**config.mk**
```make
export PLATFORM = sky130hd
export DESIGN_NAME = wdw_top
export DESIGN_NICKNAME = d
export VERILOG_FILES = /design/src/design/wdw_pkg.sv /design/src/design/wdw_tick_sync.sv /design/src/design/wdw_top.sv
export VERILOG_INCLUDE_DIRS = /design/src /design/src/design
export SDC_FILE = /design/constraint.sdc
export NUM_CORES = 1
export LEC_CHECK = 0
export ABC_AREA = 1
export ABC_CLOCK_PERIOD_IN_PS = 7700
export BUFFER_PORTS_ARGS = -buffer_cell sky130_fd_sc_hd__buf_4
export CAP_MARGIN = 10
export CORE_MARGIN = 2
export CORE_UTILIZATION = 48
export CTS_CLUSTER_DIAMETER = 40
export DETAILED_ROUTE_END_ITERATION = 7
export GPL_ROUTABILITY_DRIVEN = 0
export HOLD_SLACK_MARGIN = 0.12
export PLACE_DENSITY = 0.67
export RECOVER_POWER = 100
export SYNTH_ARGS = -nofsm -noshare
export SYNTH_HDL_FRONTEND = slang
export SYNTH_SLANG_ARGS = --single-unit
```
**constraint.sdc**
```tcl
create_clock -name i_clk_sys -period 7.7 [get_ports i_clk_sys]
set_clock_uncertainty 0.1 [all_clocks]
set_input_delay 0.385 -clock i_clk_sys [delete_from_list [all_inputs] [get_ports i_clk_sys]]
set_output_delay 0.385 -clock i_clk_sys [all_outputs]
set_load 0.01 [all_outputs]
```
**src/design/wdw_cfg.svh**
```systemverilog
// Constants of the watchdog block: register offsets, field positions,
// reset values and timing counts, shared by the package and the modules.
// Assumes an 8-bit register map reached over a plain strobe port.
// How it works
// Warning sets flag even when interrupt masked.
// Mask set/clear by writing ones; zeros ignored.
// Request holds while flag and mask set.
// All requests ORed onto one line.
// Software reads flags to find the cause.
// Warning request usable as asynchronous wake source.
// Enable write crosses over; busy until done.
// Restart writes cross over before acting.
// Locked-running keeps counter going despite enable.
// Locked-running bit clears only on power-on.
// Locked-running freezes period and warning setups.
// Window bit writable when disabled or locked.
// Locked-running still allows window and mask writes.
// Window bit and mask pick four modes; the code picks the mode from the window bit and running only.
// Normal mode warns after delay-field cycles.
// Delay not shorter than period: time-out first.
// Window mode warns when open window starts.
// Enable writable only while not locked-running.
// Control bits load from nonvolatile row.
// Codes 0..0xB give 8..16384 cycles, doubling.
// Key 0xa5 restarts; other values reset.
// Early restart in closed window resets.
// Writing one clears the warning flag.
// Time-out reset is one registered pulse.
`ifndef WDW_CFG_SVH
`define WDW_CFG_SVH

`define WDW_OFS_CONTROL   4'h0
`define WDW_OFS_PERIOD    4'h1
`define WDW_OFS_DELAY     4'h2
`define WDW_OFS_MASK_CLR  4'h4
`define WDW_OFS_MASK_SET  4'h5
`define WDW_OFS_FLAGS     4'h6
`define WDW_OFS_PENDING   4'h8
`define WDW_OFS_RESTART   4'hc

`define WDW_BIT_ENABLE    1
`define WDW_BIT_WINDOW    2
`define WDW_BIT_LOCKED    7
`define WDW_BIT_WARN      0
`define WDW_BIT_PEND_EN   1
`define WDW_BIT_PEND_CLR  4

`define WDW_RST_MASK      1'b0
`define WDW_RST_FLAG      1'b0
`define WDW_RST_CODE      4'h0

`define WDW_RESTART_KEY   8'ha5
`define WDW_SYNC_TICKS    2'h2
`define WDW_BASE_CYCLES   17'h00008
`define WDW_MAX_PER_CODE  4'hb
`define WDW_MAX_DLY_CODE  4'ha

`endif

```
**src/design/wdw_pkg.sv**
```systemverilog
// Types of the watchdog block.
// Assumes wdw_cfg.svh sits on the include path.
`include "wdw_cfg.svh"

package wdw_pkg;

  // Operating mode as seen by the counter.
  typedef enum logic [1:0] {
    WDW_STOPPED = 2'b00,
    WDW_NORMAL  = 2'b01,
    WDW_WINDOW  = 2'b10
  } wdw_mode_t;

  typedef logic [3:0]  wdw_code_t;
  typedef logic [16:0] wdw_span_t;

endpackage

```
**src/design/wdw_tick_sync.sv**
```systemverilog
// Brings the slow watchdog oscillator into the system clock domain and
// turns each of its rising edges into a one-cycle tick.
// Assumes the oscillator is far slower than the system clock.
`timescale 1ns/1ps

module wdw_tick_sync
  import wdw_pkg::*;
(
  // Clock and reset.
  input  wire logic i_clk_sys,
  input  wire logic i_reset,
  // Oscillator pin and tick out.
  input  wire logic i_osc,
  output logic      o_tick
);

  typedef struct packed {
    logic meta;
    logic sync;
    logic prev;
    logic tick;
  } wdw_sync_t;

  wdw_sync_t s_q;
  wdw_sync_t s_d;

  // The first stage feeds only the second; the edge detector sees stage two.
  always_comb begin
    s_d      = s_q;
    s_d.meta = i_osc;
    s_d.sync = s_q.meta;
    s_d.prev = s_q.sync;
    s_d.tick = s_q.sync & ~s_q.prev;
  end

  // State register.
  always_ff @(posedge i_clk_sys or posedge i_reset) begin
    if (i_reset) begin
      s_q <= '0;
    end else begin
      s_q <= s_d;
    end
  end

  assign o_tick = s_q.tick;

endmodule // wdw_tick_sync

```
**src/design/wdw_top.sv**
```systemverilog
// Watchdog with early warning, mask and flag handling, crossing of enable
// and restart writes, and the locked-running mode.
// Assumes i_reset is the power-on reset and i_warm_reset a later system reset.
//
// Design decision made here: the strobed register port.
`timescale 1ns/1ps
`include "wdw_cfg.svh"

module wdw_top
  import wdw_pkg::*;
(
  // Clock and resets.
  input  wire logic        i_clk_sys,
  input  wire logic        i_reset,
  input  wire logic        i_warm_reset,
  // Watchdog oscillator pin.
  input  wire logic        i_osc,
  // Start-up values from the nonvolatile row.
  input  wire logic        i_nvm_enable,
  input  wire logic        i_nvm_window,
  input  wire logic        i_nvm_locked,
  input  wire logic [3:0]  i_nvm_period,
  input  wire logic [3:0]  i_nvm_closed,
  input  wire logic [3:0]  i_nvm_delay,
  // Register port.
  input  wire logic [3:0]  i_addr,
  input  wire logic [31:0] i_wdata,
  input  wire logic        i_wr,
  input  wire logic        i_rd,
  output logic      [31:0] o_rdata,
  // Interrupt request and reset request.
  output logic             o_irq,
  output logic             o_wdt_reset
);

  typedef struct packed {
    logic        loaded;
    logic        locked;
    logic        en;
    logic        wen;
    logic        en_wd;
    wdw_code_t   timeout_select;
    wdw_code_t   win;
    wdw_code_t   dly;
    logic        mask;
    logic        flag;
    logic        busy_en;
    logic        busy_clr;
    logic [7:0]  key;
    logic [1:0]  sync_cnt;
    logic [16:0] cnt;
    logic        rst_pulse;
    logic [31:0] rdata;
  } wdw_state_t;

  wdw_state_t s_q;
  wdw_state_t s_d;
  logic       tick;

  // Cycles of the oscillator for a code, reserved codes held at the top one.
  function automatic wdw_span_t span_of(input wdw_code_t c, input wdw_code_t lim);
    wdw_code_t k;
    k = (c > lim) ? lim : c;
    span_of = `WDW_BASE_CYCLES << k;
  endfunction

  wdw_tick_sync u_tick (
    .i_clk_sys (i_clk_sys),
    .i_reset   (i_reset),
    .i_osc     (i_osc),
    .o_tick    (tick)
  );

  // Decoded strobes of the register port.
  logic wr_ctrl;
  logic wr_per;
  logic wr_dly;
  logic wr_mclr;
  logic wr_mset;
  logic wr_flag;
  logic wr_key;
  assign wr_ctrl = i_wr && (i_addr == `WDW_OFS_CONTROL);
  assign wr_per  = i_wr && (i_addr == `WDW_OFS_PERIOD);
  assign wr_dly  = i_wr && (i_addr == `WDW_OFS_DELAY);
  assign wr_mclr = i_wr && (i_addr == `WDW_OFS_MASK_CLR);
  assign wr_mset = i_wr && (i_addr == `WDW_OFS_MASK_SET);
  assign wr_flag = i_wr && (i_addr == `WDW_OFS_FLAGS);
  assign wr_key  = i_wr && (i_addr == `WDW_OFS_RESTART);

  // Counter timing derived from the current setup.
  wdw_mode_t mode;
  wdw_span_t closed_len;
  wdw_span_t open_len;
  wdw_span_t warn_at;
  wdw_span_t tmo_at;
  logic      running;
  logic      apply;
  logic      key_good;
  logic      too_early;
  logic      ew_evt;
  logic      tmo_evt;

  // Locked-running keeps the count going whatever the enable says.
  assign running    = s_q.locked | s_q.en_wd;
  // The running state and the window bit pick stopped, normal or window mode.
  assign mode       = !running ? WDW_STOPPED : (s_q.wen ? WDW_WINDOW : WDW_NORMAL);
  assign closed_len = span_of(s_q.win, `WDW_MAX_PER_CODE);
  assign open_len   = span_of(s_q.timeout_select, `WDW_MAX_PER_CODE);
  // Window mode warns as the open window starts, whatever the delay field.
  assign warn_at    = (mode == WDW_WINDOW) ? closed_len
                      : span_of(s_q.dly, `WDW_MAX_DLY_CODE);
  assign tmo_at     = (mode == WDW_WINDOW) ? 17'(closed_len + open_len) : open_len;
  // A crossing finishes once the wanted number of oscillator ticks passed.
  assign apply      = tick && (s_q.sync_cnt == `WDW_SYNC_TICKS - 2'h1)
                      && (s_q.busy_en || s_q.busy_clr);
  assign key_good   = (s_q.key == `WDW_RESTART_KEY);
  assign too_early  = (mode == WDW_WINDOW) && (17'(s_q.cnt + 17'h1) <= closed_len);
  // Time-out fires on the count's last tick; a later warning never comes.
  // Greater-or-equal also ends a count left beyond a period shortened by a mode switch.
  assign tmo_evt    = (mode != WDW_STOPPED) && tick && (17'(s_q.cnt + 17'h1) >= tmo_at);
  assign ew_evt     = (mode != WDW_STOPPED) && tick && !tmo_evt
                      && (17'(s_q.cnt + 17'h1) == warn_at);

  // Next state of the whole block.
  always_comb begin
    s_d           = s_q;
    s_d.rst_pulse = 1'b0;
    s_d.rdata     = '0;

    // Load the control and setup fields from the nonvolatile row.
    if (!s_q.loaded || i_warm_reset) begin
      s_d.loaded = 1'b1;
      s_d.locked = s_q.locked | i_nvm_locked;
      s_d.en     = i_nvm_enable;
      s_d.en_wd  = i_nvm_enable;
      s_d.wen    = i_nvm_window;
      s_d.timeout_select    = i_nvm_period;
      s_d.win    = i_nvm_closed;
      s_d.dly    = i_nvm_delay;
      s_d.mask   = `WDW_RST_MASK;
      s_d.flag   = `WDW_RST_FLAG;
      s_d.busy_en  = 1'b0;
      s_d.busy_clr = 1'b0;
      s_d.sync_cnt = '0;
      s_d.cnt      = '0;
    end else begin
      // Control register writes.
      if (wr_ctrl) begin
        if (!s_q.locked) begin
          s_d.en      = i_wdata[`WDW_BIT_ENABLE];
          s_d.busy_en = 1'b1;
          s_d.sync_cnt = '0;
        end
        if (!s_q.en || s_q.locked) begin
          s_d.wen = i_wdata[`WDW_BIT_WINDOW];
        end
        // Writing zero never clears locked-running.
        if (!s_q.en && i_wdata[`WDW_BIT_LOCKED]) begin
          s_d.locked = 1'b1;
        end
      end
      // Setup registers freeze while enabled or locked.
      if (wr_per && !s_q.en && !s_q.locked) begin
        s_d.timeout_select = i_wdata[3:0];
        s_d.win = i_wdata[7:4];
      end
      if (wr_dly && !s_q.en && !s_q.locked) begin
        s_d.dly = i_wdata[3:0];
      end
      // Mask set and clear stay usable in every mode.
      if (wr_mset && i_wdata[`WDW_BIT_WARN]) begin
        s_d.mask = 1'b1;
      end
      if (wr_mclr && i_wdata[`WDW_BIT_WARN]) begin
        s_d.mask = 1'b0;
      end
      // Restart key is held until the crossing completes.
      if (wr_key) begin
        s_d.key      = i_wdata[7:0];
        s_d.busy_clr = 1'b1;
        s_d.sync_cnt = '0;
      end

      // Crossing progress counted in oscillator ticks.
      if (tick && (s_q.busy_en || s_q.busy_clr) && !wr_ctrl && !wr_key) begin
        s_d.sync_cnt = 2'(s_q.sync_cnt + 2'h1);
      end

      // Counter in the watchdog time base.
      if (!running) begin
        s_d.cnt = '0;
      end else if (tick) begin
        s_d.cnt = 17'(s_q.cnt + 17'h1);
      end
      if (tmo_evt) begin
        s_d.cnt       = '0;
        s_d.rst_pulse = 1'b1;
      end

      // Finish a crossing: hand over the enable and act on the key.
      if (apply && !wr_ctrl && !wr_key) begin
        s_d.sync_cnt = '0;
        if (s_q.busy_en) begin
          s_d.en_wd   = s_q.en;
          s_d.busy_en = 1'b0;
        end
        if (s_q.busy_clr) begin
          s_d.busy_clr = 1'b0;
          s_d.cnt      = '0;
          if (!key_good || too_early) begin
            s_d.rst_pulse = 1'b1;
          end
        end
      end

      // Warning flag: a write of one clears, a new event wins over it.
      if (wr_flag && i_wdata[`WDW_BIT_WARN]) begin
        s_d.flag = 1'b0;
      end
      if (ew_evt) begin
        s_d.flag = 1'b1;
      end
    end

    // Read data stand in the cycle after the strobe only.
    if (i_rd) begin
      unique case (i_addr)
        `WDW_OFS_CONTROL:  begin
          s_d.rdata[`WDW_BIT_LOCKED] = s_q.locked;
          s_d.rdata[`WDW_BIT_WINDOW] = s_q.wen;
          s_d.rdata[`WDW_BIT_ENABLE] = s_q.en;
        end
        `WDW_OFS_PERIOD:   s_d.rdata[7:0] = {s_q.win, s_q.timeout_select};
        `WDW_OFS_DELAY:    s_d.rdata[3:0] = s_q.dly;
        `WDW_OFS_MASK_CLR,
        `WDW_OFS_MASK_SET: s_d.rdata[`WDW_BIT_WARN] = s_q.mask;
        `WDW_OFS_FLAGS:    s_d.rdata[`WDW_BIT_WARN] = s_q.flag;
        `WDW_OFS_PENDING:  begin
          s_d.rdata[`WDW_BIT_PEND_EN]  = s_q.busy_en;
          s_d.rdata[`WDW_BIT_PEND_CLR] = s_q.busy_clr;
        end
        default:           s_d.rdata = '0;
      endcase
    end
  end

  // State register; the nonvolatile load happens in the first cycle after.
  always_ff @(posedge i_clk_sys or posedge i_reset) begin
    if (i_reset) begin
      s_q <= '0;
    end else begin
      s_q <= s_d;
    end
  end

  // One request line; it is pure gating of registers, so it needs no clock
  // edge to assert and can wake the system.
  assign o_irq       = s_q.flag & s_q.mask;
  assign o_wdt_reset = s_q.rst_pulse;
  assign o_rdata     = s_q.rdata;
endmodule // wdw_top

```
# Word level (Yosys, flattened, before mapping)

Index checks and enable logic that the tools add are counted.

Memories: 0
Register bits: 85
Bits in writable memories: 0
Output and inout bits: 34
Bits of input ports: 57
Logic and storage cells: 153
Memory bits (read-only): 0
Bits in latches: 0

$lt $le $gt $ge: 5
Add/subtract/negate cells: 3
Equality and inequality tests: 13
Reduce and logical (&&, ||, !) cells: 57
Shifts and indexed selects: 3
$mul: 0
Mux-type cells: 45
Divide/modulo/power cells: 0
Bitwise operators: 6

Operators with widths:

| cell                                                                   | number |
|---|---|
| 17-bit 2-to-1 mux                                                      | 4 |
| 4-bit by 4-bit left shift with 17-bit output (first input constant)    | 3 |
| 20-bit 2-to-1 mux                                                      | 2 |
| 18-bit 2-to-1 mux                                                      | 2 |
| 1-bit logical AND                                                      | 27 |
| 19-bit 2-to-1 mux                                                      | 1 |
| 17-bit by 1-bit adder with 17-bit output (second input constant)       | 1 |
| 17-bit adder                                                           | 1 |
| 17-bit equality test                                                   | 1 |
| 17-bit greater-or-equal comparator                                     | 1 |
| 17-bit <= comparator                                                   | 1 |
| 4-bit 2-to-1 mux                                                       | 4 |
| 8-bit 2-to-1 mux                                                       | 2 |
| 2-bit nonzero test                                                     | 8 |
| 1-bit 2-to-1 mux                                                       | 15 |
| 2-bit 2-to-1 mux                                                       | 7 |
| 4-bit by 3-bit equality test with 1-bit output (second input constant) | 3 |
| 4-bit greater-than comparator (second input constant)                  | 3 |
| 2-bit AND reduction                                                    | 6 |
| 11-bit 2-to-1 mux                                                      | 1 |
| 4-bit equality test (second input constant)                            | 2 |
| 8-bit equality test (second input constant)                            | 1 |
| 1-bit case mux with 4 select lines                                     | 2 |
| 1-bit logical NOT                                                      | 7 |
| other kinds (18)                                                       | 27 |

# Logic depth before layout (Yosys ltp)

Gate-level depths: netlist of the first run.

Depth in word-level cells: 12
Mapped depth: 25
Depth with buffers taken out: 24

# Hierarchy

From an unflattened synthesis of the first run, not the netlist that was laid out.

Cell total of the unflattened synthesis: 776
Area, all modules: 5501.5 µm²

Modules (own cells, without submodules):

| module        | instances | area an instance (µm²) | cells each | seq. area each (µm²) |
|---|---|---|---|---|
| wdw_top       | 1         | 5387.7                 | 769        | 1426.4 |
| wdw_tick_sync | 1         | 113.9                  | 7          | 100.1 |

# Worst setup path before layout of the first run

Ideal clock, no wire load.

Kind: register to register
Start: register s_q[74] (netlist bit)
End: register s_q[40] (netlist bit)
Path buffers: 1
Slack: 4.253 ns
Stages on the path, launching flop included: 21
Library setup time: 0.128 ns
Period minus slack after synthesis: 3.447 ns
Data required time: 7.472 ns
Arrival time: 3.220 ns
Cell sequence: dfrtp_1 > a21oi_1 > nand2_1 > nor2_1 > ha_1 > a21oi_1 > o21ai_1 > nand3_1 > o211ai_1 > xor2_1 > nand2_1 > o21ai_0 > ha_1 > nand4_1 > nor3_1 > nand3_1 > and3_1 > nand3b_4 > nand2_4 > buf_12 > nor2_4

RTL lines:

| element                | line           | RTL |
|---|---|---|
| from (decl)            | wdw_top.sv:56  | `wdw_state_t s_q;` |
| from (signal assigned) | wdw_top.sv:250 | `s_q <= '0;` |
| from (signal assigned) | wdw_top.sv:252 | `s_q <= s_d;` |

==> results by group, run 1 <==
Detailed routing
  • Antenna-violating nets left: 0
  • Violation count after the first detailed-routing iteration: 442
  • Detail-routed net length per standard cell: approximately 14 um
  • Post-detailed-route via-to-cell ratio: 5.28
  • Total wirelength of the detailed-routed design: approximately 14000 um
  • Count of TritonRoute iterations in the first routing pass: 6
  • Remaining routing DRC violations: 0
  • Routed vias: between 5k and 6k

Critical path
  • Worst setup SP type: flip-flop
  • Type of element capturing the critical path: flip-flop
  • CP Max Fanout: 17
  • Worst stage delay on the critical path: ~0.90 ns
  • Worst R2R End: s_q[39]
  • Crit-path leading delay family: simple AND/OR/NAND/NOR gates
  • Stages on the worst setup path: 20
  • WP data arrival: around 5.0 ns
  • Crit-path cells: nand2_1, nand3_1, nor2_1, xor2_1, ha_1, inv_1, nand2_1, a21oi_1, o21ai_0, a21oi_1, xnor2_1, nand2_1, ha_1, nand4_1, nor3_1, nand3_1, and3_1, nand3b_1, nand2_1, nor2_1
  • Standard cell with the maximum stage delay on the critical path: sky130_fd_sc_hd__nand2_1
  • Setup CP Type: flip-flop to flip-flop
  • Worst setup path startpoint: s_q[71]
  • Cell with the most instances on the worst path: sky130_fd_sc_hd__nand2_1
  • Start of the worst register-to-register path: s_q[71]
  • Cell depth of the worst flop-to-flop path: 20
  • WP data required: around 7.8 ns
  • Buffers plus inverters on the worst setup path: 1
  • Reg2Reg Setup Slack: between 2 and 3 ns
  • Worst setup endpoint: s_q[39]

Timing
  • Transition time of the tightest slew-check pin: roughly 3.3 ns
  • Achievable frequency: 204 MHz
  • Final setup violating endpoints: 0
  • Crit share post-route: between 60% and 70%
  • Summed negative setup slack over all endpoints: 0 ns
  • Min Tclk post-route: roughly 5 ns
  • Slew Limit Fails: a little over 60
  • Slew headroom: -117%
  • Count of endpoints failing hold in the final timing report: 0
  • Setup repair after global routing missed its margin: false

Outcome
  • Outcome: finished with violations
  • Violations in the final reports: max-capacitance violations, max-slew violations

Floorplanning
  • I/O pin count: between 90 and 100
  • Starting density of the core: between 40% and 50%
  • Core Region: ~11000 um^2
  • Die footprint: about 12000 um^2
  • Height of the die: between 100 and 150 um
  • Site row count: 38
  • Die extent in x: approximately 110 um

Clock tree
  • Clk slew on worst S/H paths: around 0.070 ns
  • Num CTS Buffers: 9
  • Number of H-tree levels: 3
  • CTS tree: built
  • Worst-skew pair later-pin latency: around 0.35 ns
  • CTS sink count: a little over 60
  • Clock Tree Buf Depth: 2
  • Cell at the root of the clock tree: sky130_fd_sc_hd__clkbuf_8

GRT
  • Pin count of the biggest net entering global routing: 62
  • Via count of the first global-routing pass: ~4.9k
  • Total track usage: 24.1%
  • Global-route wire length before repair: 22600 um
  • Total grt overflow: 0
  • Initial antenna violation count: 0

Finish
  • # nets final: just over 900
  • Number of antenna diodes: 0
  • Share of cells above drive strength 1: 10.7%
  • Area Overhead vs Synth: 8.34%
  • Filler cell count in the final layout: ~1.1k

Synthesis
  • Synth warn: 0
  • Async set-or-reset flop fraction in the synthesized netlist: 100%
  • Number of flops mapped to enable cells by yosys: 0
  • #FFs+latches synth: 61
  • Synth Cell Area: roughly 5400 um^2
  • Synthesized area divided by synthesized cell count: just under 7 um^2
  • Main area contributors after synthesis: sky130_fd_sc_hd__dfrtp_1 (28%), sky130_fd_sc_hd__nand2_1 (13%), sky130_fd_sc_hd__ha_1 (9.3%)
  • Mapped Cells: 791
  • Main synth FF type: sky130_fd_sc_hd__dfrtp_1
  • Number of distinct standard cells referenced by the synthesized netlist: 46
  • Area share of the largest cell type after synthesis: 28.3%
  • Post-synthesis sequential area ratio: between 20% and 30%
  • Synth area leader: sky130_fd_sc_hd__dfrtp_1

Worst hold path
  • Worst hold path type: primary input to flip-flop
  • Worst hold path cell count: 3

Placed design
  • # port buffers: between 40 and 50
  • Detailed placement HPWL: 10900 um

Pwr
  • Overall power: about 900 uW
  • Power density over the cells: between 150 and 200 nW/um^2
  • Pleak: 3.02 nW
  • Maximum VDD drop: 0.000142 V

Job
  • Number of maximum-capacitance violations: 1
[layout make-up]
cell class,instances,area [um^2],share of cell area [%]
Multi-Input combinational cell,599,3220,55.0
Sequential cell,61,1530,26.1
Inverter,112,420,7.18
Timing Repair Buffer,47,307,5.24
Tap cell,140,175,2.99
Clock buffer,9,124,2.12
Clock inverter,7,80.1,1.37
[flip-flops by register name, summed over array words and instances, names as in the netlist]
| signal | cells |
|---|---|
| s_q | 48 |
| o_rdata | 8 |
| u_tick.o_tick | 1 |
| u_tick.s_q | 1 |
| u_tick.s_d | 2 |
| o_wdt_reset | 1 |
[routing by layer]
metal,part of all wire (%),wire (um),GRT usage [%]
met2,48,6650,40.8
met3,4.4,604,3.70
met1,44,6060,30.6
met5,0,0,0
met4,2.9,403,10.0
[cells by family (layout without fill, tap and decap cells)]
| kind of cell | after synthesis | count (layout) | share of synthesized area (%) |
|---|---|---|---|
| buffers and inverters | 158 | 175 | 13.6 |
| AO/OA/AOI/OAI | 137 | 137 | 14.4 |
| other | 2 | 29 | 0.139 |
| multiplexers | 4 | 4 | 0.811 |
| adder cells (fa/ha/maj) | 40 | 40 | 9.26 |
| XOR/XNOR | 18 | 18 | 2.92 |
| AND/OR/NAND/NOR | 371 | 371 | 30.6 |
| flip-flops | 61 | 61 | 28.3 |
[where the power goes]
part	total (mW)	switching [mW]	leakage, nW	internal, mW
combinational	0.242	0.159	2.12	0.0827
clock	0.302	0.147	0.103	0.154
sequential	0.358	0.0192	0.793	0.339
[worst reg2reg max path, cell delays in order, from the launching register on]
cell and delay [ns]:
sky130_fd_sc_hd__dfrtp_1 0.48, sky130_fd_sc_hd__nand2_1 0.14, sky130_fd_sc_hd__nand3_1 0.12, sky130_fd_sc_hd__nor2_1 0.34, sky130_fd_sc_hd__xor2_1 0.24, sky130_fd_sc_hd__ha_1 0.17, sky130_fd_sc_hd__inv_1 0.03, sky130_fd_sc_hd__nand2_1 0.12
sky130_fd_sc_hd__a21oi_1 0.12, sky130_fd_sc_hd__o21ai_0 0.36, sky130_fd_sc_hd__a21oi_1 0.14, sky130_fd_sc_hd__xnor2_1 0.17, sky130_fd_sc_hd__nand2_1 0.07, sky130_fd_sc_hd__ha_1 0.29, sky130_fd_sc_hd__nand4_1 0.11, sky130_fd_sc_hd__nor3_1 0.23
sky130_fd_sc_hd__nand3_1 0.10, sky130_fd_sc_hd__and3_1 0.23, sky130_fd_sc_hd__nand3b_1 0.19, sky130_fd_sc_hd__nand2_1 0.90, sky130_fd_sc_hd__nor2_1 0.10
[synthesized netlist by cell type (4+ instances only)]
library cell	count
sky130_fd_sc_hd__nand2_1	185
sky130_fd_sc_hd__inv_1	98
sky130_fd_sc_hd__nor2_1	90
sky130_fd_sc_hd__dfrtp_1	61
sky130_fd_sc_hd__o21ai_0	55
sky130_fd_sc_hd__ha_1	40
sky130_fd_sc_hd__a21oi_1	36
sky130_fd_sc_hd__buf_4	32
sky130_fd_sc_hd__nand3_1	30
sky130_fd_sc_hd__nor3_1	20
sky130_fd_sc_hd__nand4_1	18
sky130_fd_sc_hd__inv_2	14
sky130_fd_sc_hd__xor2_1	13
sky130_fd_sc_hd__clkbuf_1	10
sky130_fd_sc_hd__nor2_4	10
sky130_fd_sc_hd__a31oi_1	9
sky130_fd_sc_hd__o21ai_1	8
sky130_fd_sc_hd__o211ai_1	6
sky130_fd_sc_hd__xnor2_1	5
sky130_fd_sc_hd__nor2_2	4
sky130_fd_sc_hd__nor3_2	4
sky130_fd_sc_hd__o21bai_1	4
sky130_fd_sc_hd__o22ai_1	4
[worst min path at each step]
stage / slack, ns / end / from
after global placement: 0.24 / u_tick.s_d[1] / u_tick.s_d[2]
after CTS: 0.15 / s_q[64] / i_nvm_delay[0]
after floorplan: 0.23 / u_tick.s_d[1] / u_tick.s_d[2]
after detailed placement: 0.24 / u_tick.s_d[1] / u_tick.s_d[2]
final: 0.17 / s_q[64] / i_nvm_delay[0]
after global routing: 0.18 / s_q[64] / i_nvm_delay[0]
[layout by cell type, fill, tap and decap left out, types with 3 or more instances in the layout]
master                     synthesis  routed
sky130_fd_sc_hd__nor3_2            4       4
sky130_fd_sc_hd__inv_1            98      98
sky130_fd_sc_hd__nand2_1         185     186
sky130_fd_sc_hd__o22ai_1           4       4
sky130_fd_sc_hd__buf_4            32      31
sky130_fd_sc_hd__nor2_2            4       4
sky130_fd_sc_hd__a221oi_1          3       3
sky130_fd_sc_hd__ha_1             40      40
sky130_fd_sc_hd__xor2_1           13      13
sky130_fd_sc_hd__nor2_1           90      90
sky130_fd_sc_hd__o211ai_1          6       6
sky130_fd_sc_hd__inv_2            14      14
sky130_fd_sc_hd__mux2_2            3       3
sky130_fd_sc_hd__a22oi_1           3       3
sky130_fd_sc_hd__o21bai_1          4       4
sky130_fd_sc_hd__a31oi_1           9       9
sky130_fd_sc_hd__xnor2_1           5       5
sky130_fd_sc_hd__nand3_1          30      30
sky130_fd_sc_hd__nor3_1           20      20
sky130_fd_sc_hd__inv_6             0       3
sky130_fd_sc_hd__dfrtp_1          61      61
sky130_fd_sc_hd__o21ai_0          55      56
sky130_fd_sc_hd__nand4_1          18      18
sky130_fd_sc_hd__nor2_4           10      10
sky130_fd_sc_hd__clkbuf_1         10      13
sky130_fd_sc_hd__o21ai_1           8       7
sky130_fd_sc_hd__clkbuf_8          0       9
sky130_fd_sc_hd__conb_1            2      29
sky130_fd_sc_hd__a21oi_1          36      37
[through the flow]
step	util [%]	area, um^2	std cells	hold slack, ns	setup WS, ns
final	53.8	5850	975	0.166	2.79
after global routing	53.8	5850	975	0.177	2.25
after CTS	54.4	5930	975	0.153	3.50
after detailed placement	52.5	5710	958	0.236	3.52
after global placement	52.5	5710	958	0.239	3.64
after floorplan	-	5500	818	0.231	4.25
[what timing repair did]
action | 4_1_cts | 5_1_grt
buffers inserted | 0 | 0
hold buffers | 1 | 0
endpoints found under the hold margin | 1 | 0
resized for setup | 0 | 0
No activity file was read; power rests on OpenSTA's default activity.
==> run 2: changes to the inputs <==
--- a/config.mk
+++ b/config.mk
@@ -7,7 +7,7 @@
 export NUM_CORES = 1
 export LEC_CHECK = 0
 export ABC_AREA = 1
-export ABC_CLOCK_PERIOD_IN_PS = 7700
+export ABC_CLOCK_PERIOD_IN_PS = 4300
 export BUFFER_PORTS_ARGS = -buffer_cell sky130_fd_sc_hd__buf_4
 export CAP_MARGIN = 10
 export CORE_MARGIN = 2
@@ -16,7 +16,7 @@
 export DETAILED_ROUTE_END_ITERATION = 7
 export GPL_ROUTABILITY_DRIVEN = 0
 export HOLD_SLACK_MARGIN = 0.12
-export PLACE_DENSITY = 0.67
+export PLACE_DENSITY = 0.7
 export RECOVER_POWER = 100
 export SYNTH_ARGS = -nofsm -noshare
 export SYNTH_HDL_FRONTEND = slang
==> constraint.sdc (replaced) <==
create_clock -name i_clk_sys -period 4.3 [get_ports i_clk_sys]
set_clock_uncertainty 0.1 [all_clocks]
set_input_delay 0.215 -clock i_clk_sys [delete_from_list [all_inputs] [get_ports i_clk_sys]]
set_output_delay 0.215 -clock i_clk_sys [all_outputs]
set_load 0.01 [all_outputs]
==> run 2 against run 1 <==
Against the previous run: the run still ends with max-capacitance violations, max-slew violations left; routed wire length grew 3.6%; first-iteration DRC count fell by 24%; sequential share of layout area down 1.5 points; clock-buffer cell count is the same; hold slack better by 0.0012 ns; critical path type unchanged; register-to-register slack worse by 2.5 ns; power increased by 88%; die area stayed put.
==> results by group, run 2 (same netlist as run 1, synthesis figures left out) <==
Detailed routing
  • Routed vias: roughly 5.4k
  • Violation count after the first detailed-routing iteration: around 330
  • Total wirelength of the detailed-routed design: 14200 um
  • Remaining routing DRC violations: 0
  • Antenna-violating nets left: 0
  • Post-detailed-route via-to-cell ratio: around 5.3
  • Detail-routed net length per standard cell: approximately 14 um
  • Count of TritonRoute iterations in the first routing pass: 5

Finish
  • Multi-input logic area: about 3200 um^2
  • Share of cells above drive strength 1: about a tenth
  • # nets final: 960
  • Area Overhead vs Synth: 14.8%
  • Most frequent cells in the layout: sky130_fd_sc_hd__nand2_1 (185), sky130_fd_sc_hd__inv_1 (99), sky130_fd_sc_hd__nor2_1 (94), sky130_fd_sc_hd__dfrtp_1 (61), sky130_fd_sc_hd__o21ai_0 (55)
  • Commonest non-fill, non-tap cell in the layout: sky130_fd_sc_hd__nand2_1
  • Number of antenna diodes: 0
  • Most flops, register: s_q
  • Number of flip-flops in the largest register: 48
  • Sequential Area: around 1500 um^2
  • Filler cell count in the final layout: approximately 1k
  • Finished layout cell area: 6200 um^2
  • Util after Layout: roughly 57%

Job
  • Number of maximum-capacitance violations: 1

Floorplanning
  • Site row count: 38
  • Height of the die: about 110 um
  • Die footprint: approximately 12000 um^2
  • I/O pin count: between 90 and 100
  • Starting density of the core: around 50%
  • Die extent in x: 110 um
  • Core Region: about 11000 um^2

Pwr
  • Combinational Power Share: a little over a quarter
  • Pleak: roughly 3.2 nW
  • Internal power of the cells: between 1 and 1.5 mW
  • Fraction of power consumed by sequential logic: about 38%
  • Switching Fraction: 34.5%
  • Power density over the cells: about 270 nW/um^2
  • Clock power share: 35.2%
  • Maximum VDD drop: a little under 0.0002 V
  • Overall power: 1.70 mW
  • Sw power: 586 uW

Critical path
  • Standard cell with the maximum stage delay on the critical path: sky130_fd_sc_hd__dfrtp_1
  • Cell with the most instances on the worst path: sky130_fd_sc_hd__nand2_1
  • Crit-path cells: a21oi_1, nand2_1, nor2_2, xor2_1, ha_1, inv_1, nand2_1, a21oi_2, o21ai_1, a21oi_1, xnor2_1, nand2_1, ha_1, nand4_1, nor3_2, nand3_1, and3_1, nand3b_4, nand2_8, nor2_1
  • Setup CP Type: flip-flop to flip-flop
  • Crit-path leading delay family: simple AND/OR/NAND/NOR gates
  • WP data required: 4.45 ns
  • WP data arrival: roughly 4.1 ns
  • Worst setup SP type: flip-flop
  • Buffers plus inverters on the worst setup path: 1
  • Type of element capturing the critical path: flip-flop
  • CP Max Fanout: 17
  • Worst stage delay on the critical path: roughly 0.47 ns

Timing
  • Min Tclk post-route: ~4.0 ns
  • Transition time of the tightest slew-check pin: 1.51 ns
  • Final setup violating endpoints: 0
  • Crit share post-route: 93.0%
  • Slew headroom: -0.884%
  • Summed negative setup slack over all endpoints: 0 ns
  • Count of endpoints failing hold in the final timing report: 0
  • Worst hold-check slack: roughly 0.17 ns
  • Achievable frequency: approximately 250 MHz
  • Slew Limit Fails: a little over 60
  • Setup repair after global routing missed its margin: false

Outcome
  • Outcome: finished with violations
  • Violations in the final reports: max-capacitance violations, max-slew violations

Clock tree
  • Num CTS Buffers: 9
  • Cell at the root of the clock tree: sky130_fd_sc_hd__clkbuf_8
  • Number of H-tree levels: 3
  • CTS tree: built
  • Worst-skew pair later-pin latency: around 0.36 ns
  • Clk slew on worst S/H paths: ~0.08 ns
  • Clock Tree Buf Depth: 2
  • Post-CTS setup repair buffer count: 0
  • CTS sink count: between 60 and 70

Placed design
  • Post-Place Cell Area: between 5000 and 6000 um^2
  • # port buffers: 42
  • Detailed placement HPWL: roughly 11000 um

GRT
  • Initial antenna violation count: 0
  • Total track usage: roughly a quarter
  • Total grt overflow: 0
  • Via count of the first global-routing pass: just over 5k
  • Pin count of the biggest net entering global routing: between 60 and 70
  • Global-route wire length before repair: roughly 23000 um

Worst hold path
  • Worst hold path type: primary input to flip-flop
run 2: cell types whose count changed in the layout (fill, tap and decap cells not counted), moves of 2 or more:
| cell | previous run | this run |
|---|---|---|
| sky130_fd_sc_hd__nor2_1 | 90 | 94 |
| sky130_fd_sc_hd__a21oi_1 | 37 | 35 |
| sky130_fd_sc_hd__buf_4 | 31 | 33 |
| sky130_fd_sc_hd__nor2_4 | 10 | 5 |
| sky130_fd_sc_hd__dlygate4sd3_1 | 1 | 31 |
| sky130_fd_sc_hd__a21oi_2 | 0 | 2 |
run 2: worst reg2reg max path, delay by kind of cell, from the launching register on:
kind | cells | cell delay (ns)
AOI/OAI and AO/OA | 4 | 0.69
xor gates and xnor gates | 2 | 0.37
adders and majority gates | 2 | 0.47
buffers and inverters | 1 | 0.03
DFF | 1 | 0.47
and+or+nand+nor | 11 | 1.76
run 2: through the flow:
step	setup WS, ns	cells
global route	0.0662	1008
finish	0.303	1008
floorplan	0.853	818
detailed placement	0.128	961
CTS	0.0925	1008
global placement	0.294	961
run 2: final cells by class:
| cell class | instances | share of cell area (%) |
|---|---|---|
| tap | 140 | 2.82 |
| timing repair buffer | 80 | 10.1 |
| multi-input combinational | 599 | 52.0 |
| clock buffer | 9 | 2.00 |
| inverter | 112 | 6.78 |
| clock inverter | 7 | 1.67 |
| sequential | 61 | 24.6 |
run 2: timing repair:
action / in CTS / in global routing
hold endpoints to repair: 89 / 0
setup endpoints to repair: 0 / 17
hold buffers: 31 / 0
gates resized for setup: 0 / 4
run 2: per-layer routing:
metal  global-route usage, %  part of all wire [%]
met1                    29.6                    42
met2                    44.5                    50
met3                    3.35                   5.1
met4                    8.93                   2.2
met5                       0                     0
run 2: final timing paths:
path	to	start	slack, ns	cells after the start
max	s_q[49]	s_q[73]	0.30	20
min	s_q[63]	i_addr[3]	0.17	5
max reg2reg	s_q[49]	s_q[73]	0.30	20
min reg2reg	u_tick.s_d[1]	u_tick.s_d[2]	0.27	0
max in group asynchronous	s_q[68]	i_reset	2.37	4
min in group asynchronous	o_wdt_reset	i_reset	0.83	4
run 2: power groups by stage:
stage          clock network, mW  logic, mW  registers (mW)
6_report                   0.597      0.461           0.641
5_1_grt                    0.633      0.524           0.645
4_1_cts                    0.613      0.458           0.640
3_5_place_dp                   0      0.433           0.651
3_3_place_gp                   0      0.419           0.649
2_1_floorplan                  0      0.340           0.642
